## config.mk

```make
export PLATFORM = sky130hd
export DESIGN_NAME = bridge_forwarding_control
export DESIGN_NICKNAME = d
export VERILOG_FILES = /design/src/hw/fwd_ctl_pkg.sv /design/src/hw/fwd_dec_if.sv /design/src/hw/fwd_addr_decode.sv /design/src/hw/bridge_forwarding_control.sv
export SDC_FILE = /design/constraint.sdc
export NUM_CORES = 1
export LEC_CHECK = 0
export ABC_AREA = 1
export BUFFER_PORTS_ARGS = -buffer_cell sky130_fd_sc_hd__clkbuf_2
export CAP_MARGIN = 40
export CORE_ASPECT_RATIO = 0.8
export CORE_MARGIN = 5
export CORE_UTILIZATION = 48
export CTS_CLUSTER_SIZE = 20
export DETAILED_ROUTE_END_ITERATION = 10
export HOLD_SLACK_MARGIN = 0.02
export PLACE_DENSITY_LB_ADDON = 0.12
export SYNTH_ARGS = -nofsm -noshare
export SYNTH_HDL_FRONTEND = slang
export SYNTH_SLANG_ARGS = --single-unit
```

## constraint.sdc

```tcl
create_clock -name sys_clk -period 2 [get_ports sys_clk]
set_input_delay 0.3 -clock sys_clk [delete_from_list [all_inputs] [get_ports sys_clk]]
set_output_delay 0.3 -clock sys_clk [all_outputs]
set_load 0.01 [all_outputs]
```

## src/hw/fwd_ctl_pkg.sv

```systemverilog
// constants for the bridge forwarding control dword
`default_nettype none
package fwd_ctl_pkg;
  // ----------------------------------------------------------------------
  // register map
  // ----------------------------------------------------------------------
  localparam logic [7:0]  CTL_DWORD_OFS   = 8'h3C;
  localparam int          LINE_LSB        = 0;
  localparam int          PIN_LSB         = 8;
  localparam int          PAR_RESP_BIT    = 16;
  localparam int          SERR_FWD_BIT    = 17;
  localparam int          ISA_EN_BIT      = 18;
  localparam int          VGA_EN_BIT      = 19;
  localparam int          RSVD_BIT        = 20;
  localparam int          LINE_BE         = 0;
  localparam int          CTL_BE          = 2;
  // ----------------------------------------------------------------------
  // reset and fixed values
  // ----------------------------------------------------------------------
  localparam logic [7:0]  LINE_RST        = 8'h00;
  localparam logic [7:0]  PIN_NONE        = 8'h00;
  localparam logic        CTL_BIT_RST     = 1'b0;
  localparam logic [31:0] RDATA_RST       = 32'h0000_0000;
  localparam logic        SERR_N_IDLE     = 1'b1;
  // ----------------------------------------------------------------------
  // address decode constants
  // ----------------------------------------------------------------------
  localparam logic [31:0] IO_64K_LIMIT    = 32'h0000_FFFF;
  localparam logic [31:0] VGA_MEM_LO      = 32'h000A_0000;
  localparam logic [31:0] VGA_MEM_HI      = 32'h000B_FFFF;
  localparam logic [9:0]  VGA_IO_A_LO     = 10'h3B0;
  localparam logic [9:0]  VGA_IO_A_HI     = 10'h3BB;
  localparam logic [9:0]  VGA_IO_B_LO     = 10'h3C0;
  localparam logic [9:0]  VGA_IO_B_HI     = 10'h3DF;

  typedef struct packed {
    logic [7:0]  irq_line;
    logic        par_resp;
    logic        serr_fwd_en;
    logic        isa_en;
    logic        vga_en;
    logic [31:0] rdata;
    logic        serr_meta;
    logic        serr_sync;
    logic        pri_serr_req;
    logic        fwd_down;
    logic        fwd_up;
  } state_type;
endpackage
`default_nettype wire

```

## src/hw/fwd_dec_if.sv

```systemverilog
// carrier between the control registers and the address decoder
`default_nettype none
interface fwd_dec_if;
  logic        isa_en;
  logic        vga_en;
  logic [31:0] addr;
  logic        is_io;
  logic        is_mem;
  logic [31:0] io_base;
  logic [31:0] io_limit;
  logic        mem_window_hit;
  logic        down_hit;
  logic        up_pass;

  modport ctl (output isa_en, vga_en, addr, is_io, is_mem, io_base,
               io_limit, mem_window_hit, input down_hit, up_pass);
  modport dec (input isa_en, vga_en, addr, is_io, is_mem, io_base,
               io_limit, mem_window_hit, output down_hit, up_pass);
endinterface
`default_nettype wire

```

## src/hw/fwd_addr_decode.sv

```systemverilog
// combinational isa/vga aware forwarding decode
`default_nettype none
module fwd_addr_decode
  import fwd_ctl_pkg::*;
(
  // decode carrier
  fwd_dec_if.dec dec
);

  // ----------------------------------------------------------------------
  // helpers
  // ----------------------------------------------------------------------
  // upper 768 bytes of each 1KB block: bits 9:8 not both zero
  function automatic logic isa_alias(input logic [31:0] a);
    isa_alias = (a[9:8] != 2'b00);
  endfunction

  function automatic logic in_range(input logic [31:0] a,
                                    input logic [31:0] lo,
                                    input logic [31:0] hi);
    in_range = (a >= lo) && (a <= hi);
  endfunction

  logic in_win;
  logic low64k;
  logic isa_block;
  logic vga_io;
  logic vga_mem;

  always_comb
  begin
    in_win    = in_range(dec.addr, dec.io_base, dec.io_limit);
    low64k    = (dec.addr <= IO_64K_LIMIT);
    isa_block = dec.isa_en && in_win && low64k
             && isa_alias(dec.addr);
    // vga i/o decoded on ten address bits only, aliases included
    vga_io    = in_range({22'h0, dec.addr[9:0]}, {22'h0, VGA_IO_A_LO},
                         {22'h0, VGA_IO_A_HI})
             || in_range({22'h0, dec.addr[9:0]}, {22'h0, VGA_IO_B_LO},
                         {22'h0, VGA_IO_B_HI});
    vga_mem   = in_range(dec.addr, VGA_MEM_LO, VGA_MEM_HI);
    dec.down_hit = 1'b0;
    dec.up_pass  = 1'b0;
    if (dec.is_io)
    begin
      // vga overrides the window and the isa filter
      dec.down_hit = (dec.vga_en && vga_io)
                  || (in_win && !isa_block);
      dec.up_pass  = !(dec.vga_en && vga_io)
                  && (!in_win
                      || (dec.isa_en && isa_alias(dec.addr)));
    end
    else if (dec.is_mem)
    begin
      dec.down_hit = (dec.vga_en && vga_mem) || dec.mem_window_hit;
      dec.up_pass  = !(dec.vga_en && vga_mem) && !dec.mem_window_hit;
    end
  end

endmodule
`default_nettype wire

```

## src/hw/bridge_forwarding_control.sv

```systemverilog
// configuration dword 3Ch: irq line/pin and low bridge control bits
`default_nettype none
// What this block does
// - low byte is a plain read/write irq line value, nothing uses it
// - bits 15:8 read as no irq pin, writes ignored
// - bit 16 enables secondary parity detection and report, resets 0
// - bit 17 gates secondary system error to primary, resets 0
// - isa bit clear forwards every i/o address inside the window
// - isa bit set blocks window hits below 64KB in alias ranges
// - isa bit set passes secondary alias-range i/o upstream
// - vga bit set forwards vga memory and i/o downstream regardless
// - bit 20 reserved: reads zero, writes ignored, resets zero
module bridge_forwarding_control
  import fwd_ctl_pkg::*;
(
  // clock and reset
  input  wire logic        sys_clk,
  input  wire logic        rst,
  // configuration access
  input  wire logic        cfg_wr,
  input  wire logic        cfg_rd,
  input  wire logic [7:0]  cfg_addr,
  input  wire logic [3:0]  cfg_be,
  input  wire logic [31:0] cfg_wdata,
  output var  logic [31:0] cfg_rdata,
  // secondary error pin and primary request
  input  wire logic        secondary_system_error_n,
  output var  logic        pri_serr_req,
  // parity control to the secondary interface
  output var  logic        sec_parity_check,
  // address query from the transaction engine
  input  wire logic [31:0] q_addr,
  input  wire logic        q_is_io,
  input  wire logic        q_is_mem,
  input  wire logic [31:0] io_base,
  input  wire logic [31:0] io_limit,
  input  wire logic        mem_window_hit,
  output var  logic        fwd_down,
  output var  logic        fwd_up
);

  state_type st_r;
  state_type st_nxt;
  logic      hit_dword;

  fwd_dec_if dif ();

  fwd_addr_decode u_dec (
    .dec (dif.dec)
  );

  assign dif.isa_en         = st_r.isa_en;
  assign dif.vga_en         = st_r.vga_en;
  assign dif.addr           = q_addr;
  assign dif.is_io          = q_is_io;
  assign dif.is_mem         = q_is_mem;
  assign dif.io_base        = io_base;
  assign dif.io_limit       = io_limit;
  assign dif.mem_window_hit = mem_window_hit;

  assign hit_dword = (cfg_addr == CTL_DWORD_OFS);

  // ----------------------------------------------------------------------
  // next state
  // ----------------------------------------------------------------------
  always_comb
  begin
    st_nxt = st_r;
    if (cfg_wr && hit_dword)
    begin
      if (cfg_be[LINE_BE])
      begin
        st_nxt.irq_line = cfg_wdata[LINE_LSB +: 8];
      end
      // pin byte and bit 20 have no storage, so writes fall away
      if (cfg_be[CTL_BE])
      begin
        st_nxt.par_resp    = cfg_wdata[PAR_RESP_BIT];
        st_nxt.serr_fwd_en = cfg_wdata[SERR_FWD_BIT];
        st_nxt.isa_en      = cfg_wdata[ISA_EN_BIT];
        st_nxt.vga_en      = cfg_wdata[VGA_EN_BIT];
      end
    end
    // read data held until the next read; other offsets read zero here
    if (cfg_rd)
    begin
      st_nxt.rdata = RDATA_RST;
      if (hit_dword)
      begin
        st_nxt.rdata[LINE_LSB +: 8]  = st_r.irq_line;
        st_nxt.rdata[PIN_LSB +: 8]   = PIN_NONE;
        st_nxt.rdata[PAR_RESP_BIT]   = st_r.par_resp;
        st_nxt.rdata[SERR_FWD_BIT]   = st_r.serr_fwd_en;
        st_nxt.rdata[ISA_EN_BIT]     = st_r.isa_en;
        st_nxt.rdata[VGA_EN_BIT]     = st_r.vga_en;
        st_nxt.rdata[RSVD_BIT]       = 1'b0;
      end
    end
    // pin comes from another bus, two flops before use
    st_nxt.serr_meta    = secondary_system_error_n;
    st_nxt.serr_sync    = st_r.serr_meta;
    st_nxt.pri_serr_req = st_r.serr_fwd_en && !st_r.serr_sync;
    st_nxt.fwd_down     = dif.down_hit;
    st_nxt.fwd_up       = dif.up_pass;
  end

  // ----------------------------------------------------------------------
  // state register
  // ----------------------------------------------------------------------
  always_ff @(posedge sys_clk)
  begin
    if (rst)
    begin
      st_r.irq_line     <= LINE_RST;
      st_r.par_resp     <= CTL_BIT_RST;
      st_r.serr_fwd_en  <= CTL_BIT_RST;
      st_r.isa_en       <= CTL_BIT_RST;
      st_r.vga_en       <= CTL_BIT_RST;
      st_r.rdata        <= RDATA_RST;
      st_r.serr_meta    <= SERR_N_IDLE;
      st_r.serr_sync    <= SERR_N_IDLE;
      st_r.pri_serr_req <= 1'b0;
      st_r.fwd_down     <= 1'b0;
      st_r.fwd_up       <= 1'b0;
    end
    else
    begin
      st_r <= st_nxt;
    end
  end

  assign cfg_rdata        = st_r.rdata;
  assign pri_serr_req     = st_r.pri_serr_req;
  assign sec_parity_check = st_r.par_resp;
  assign fwd_down         = st_r.fwd_down;
  assign fwd_up           = st_r.fwd_up;

endmodule
`default_nettype wire

```

==> impl_metrics.tcl <==
set metrics [dict create \
    status "complete, no violations" \
    final-hold-violation-count 0 \
    drive_above_1_share 0.278 \
    synth-edff-count 0 \
    die-area_um2 8070 \
    clk_latency_ns 0.28 \
    first_pass_iters 4 \
    drc 0 \
    cts_num_sinks 29 \
    synth.distinct_cells 26 \
    synthMuxAreaShare 0 \
    min_path_type "in2reg" \
    htree_levels 2 \
    antenna_found_initial 0 \
    grt_max_degree 25 \
    cts_tree "yes" \
    area_delta_synth_final_pct 23.2 \
    ys_ff_latch 29 \
    synth_common_cells "nand2_1 (82), inv_1 (80), ha_1 (64), a21oi_1 (44), nor2_1 (42)" \
    rows 26 \
    powerDensity_nw_per_um2 425 \
    synth_compound_area_frac 0.138 \
    clock_path_buffers 2 \
    design_area_um2 3760 \
    grt-ovfl-total 0 \
    fin_worst_skew_ns 0.00325 \
    yosysTopAreaCellShare 0.262 \
    fill_cells 613 \
    seq_area_um2 581 \
    initial_core_util 0.487 \
    vias 3102 \
    ir_drop_uv 239 \
    dpl_cell_area_um2 3680 \
    yosysSeqAreaShare 0.190 \
    track_usage 0.184 \
    multiInputGateArea_um2 1970 \
    synthAdderAreaFrac 0.262 \
    hpwl_mm 6.77 \
    path_class "in2reg" \
    root_buffer "clkbuf_8" \
    max_freq_ghz 0.673 \
    cp.arrival_ns 1.71 \
    synthFlopType "dfxtp_1" \
    ant_nets 0 \
    viasPerCell 4.63 \
    tns_ns 0 \
    ys_async_sr_fraction 0 \
    numCtsBuffers 5 \
    core_area_um2 6280 \
    post-synth-top-area-cell "ha_1" \
    post_cts_resized 0 \
    syn_area_um2 3060 \
    synth_top_family_by_area "adder cells" \
    io_pins 184 \
    yosys.area_share.simple 0.219 \
    leakage_nw 2.26 \
    maxCapViolCount 0 \
    fin_nets 797 \
    syn_avg_cell_area_um2 6.72 \
    post_cts_buffers 0 \
    clk_pin_slew_ns 0.06 \
    drt_iter0_drc 67 \
    syn-instance-count 455 \
    ys_warn_count 0 \
    ys_top_cells_by_area "ha_1 (26%), dfxtp_1 (19%), nand2_1 (10%), inv_1 (9.8%), buf_4 (7.9%)" \
    power_w 0.00160 \
    finalSetupViolCount 0 \
    port_buffers 141 \
    holdBufCountCts 0 \
    wirelength_mm 7.53 \
    grt_pass1_vias 2983 \
    die_y_um 81.4 \
    cp_max_fo 4 \
    synth.most_common_cell "nand2_1" \
    fin_hold_ws_ns 0.216 \
    wl_per_cell_um 11.2 \
    rsz0062_at_grt "no" \
    die_x_um 99.2 \
    worst_slew_pin_slew_ns 0.566 \
    synth-xor-area-share 0 \
    end_kind "register" \
    start_kind "input pin" \
    grt_pass1_wl_mm 12.3 \
    cp.required_ns 2.22 \
    fin_crit_sh 0.743 \
    diodes 0 \
    slew-limit-headroom 0.622 \
    min_period_ns 1.49 \
    maxSlewViolCount 0 \
    routabilityCongestion 0.825 \
]
[final timing paths]
kind                                                from           end  slack [ns]  depth (start not counted)
worst max-delay path                           q_addr[7]      fwd_down        0.51                         14
worst min-delay path            secondary_system_error_n     st_nxt[3]        0.22                          2
worst max register to register                dif.isa_en      fwd_down        0.94                          7
worst min register to register                   st_r[3]  pri_serr_req        0.39                          1
[registers in the layout, summed over array words and instances, names as in the netlist]
| signal | count |
|---|---|
| dif.vga_en | 1 |
| sec_parity_check | 1 |
| pri_serr_req | 1 |
| st_r | 10 |
| fwd_up | 1 |
| cfg_rdata | 12 |
| st_nxt | 1 |
| dif.isa_en | 1 |
| fwd_down | 1 |
[power by group]
group / total (W) / internal [W] / switching, W
sequential: 0.000602 / 0.000595 / 0.00000707
clock: 0.000465 / 0.000239 / 0.000226
combinational: 0.000532 / 0.000243 / 0.000289
[critical path: stages]
cell,delay (ns)
clkbuf_2,0.12
ha_1,0.30
nand2_1,0.08
nor2_2,0.14
nand4_1,0.10
nand3_1,0.12
nand2_1,0.06
nand2_1,0.09
nand2_1,0.07
nand2_2,0.06
nand3_1,0.07
nand2_1,0.06
nand2_1,0.06
a21oi_2,0.10
[through the flow]
step | instances | util | worst slack (ns)
floorplan | 474 | - | 0.534
global placement | 662 | 0.586 | 0.234
detailed placement | 662 | 0.586 | 0.212
CTS | 670 | 0.599 | 0.500
global route | 670 | 0.599 | 0.283
finish | 670 | 0.599 | 0.515
[cell usage in the layout, fill, tap and decap left out]
cell,count
nand3_1,11
nand2_1,82
o21a_1,1
inv_2,5
nor4_2,1
a21oi_1,44
clkbuf_8,5
clkbuf_2,141
nand4_1,9
or2_2,2
a21o_1,2
nand3_2,1
conb_1,20
ha_1,64
nor2_1,42
nor4_1,3
clkinv_2,2
nand2_2,2
and3_1,1
nor3_1,3
clkinvlp_4,1
nor2_2,1
a21oi_2,2
o21ai_0,29
o21ai_1,3
inv_1,80
dfxtp_1,29
[cell families after synthesis]
family	count (synthesis)
AO/OA/AOI/OAI	81
adder cells (fa/ha/maj)	64
buffers and inverters	122
AND/OR/NAND/NOR	158
other	1
flip-flops	29
[area by class of cell]
type / count / area share
Timing Repair Buffer: 141 / 0.188
Multi-Input combinational cell: 323 / 0.523
Clock inverter: 3 / 0.00465
Clock buffer: 5 / 0.0183
Tap cell: 84 / 0.0279
Sequential cell: 29 / 0.154
Inverter: 85 / 0.0848
[per-layer routing]
metal | part of all wire | GRT usage
met5 | 0 | 0
met4 | 0.010 | 0.0382
met3 | 0.094 | 0.0506
met2 | 0.45 | 0.314
met1 | 0.44 | 0.233
No activity file was read; power rests on OpenSTA's default activity.
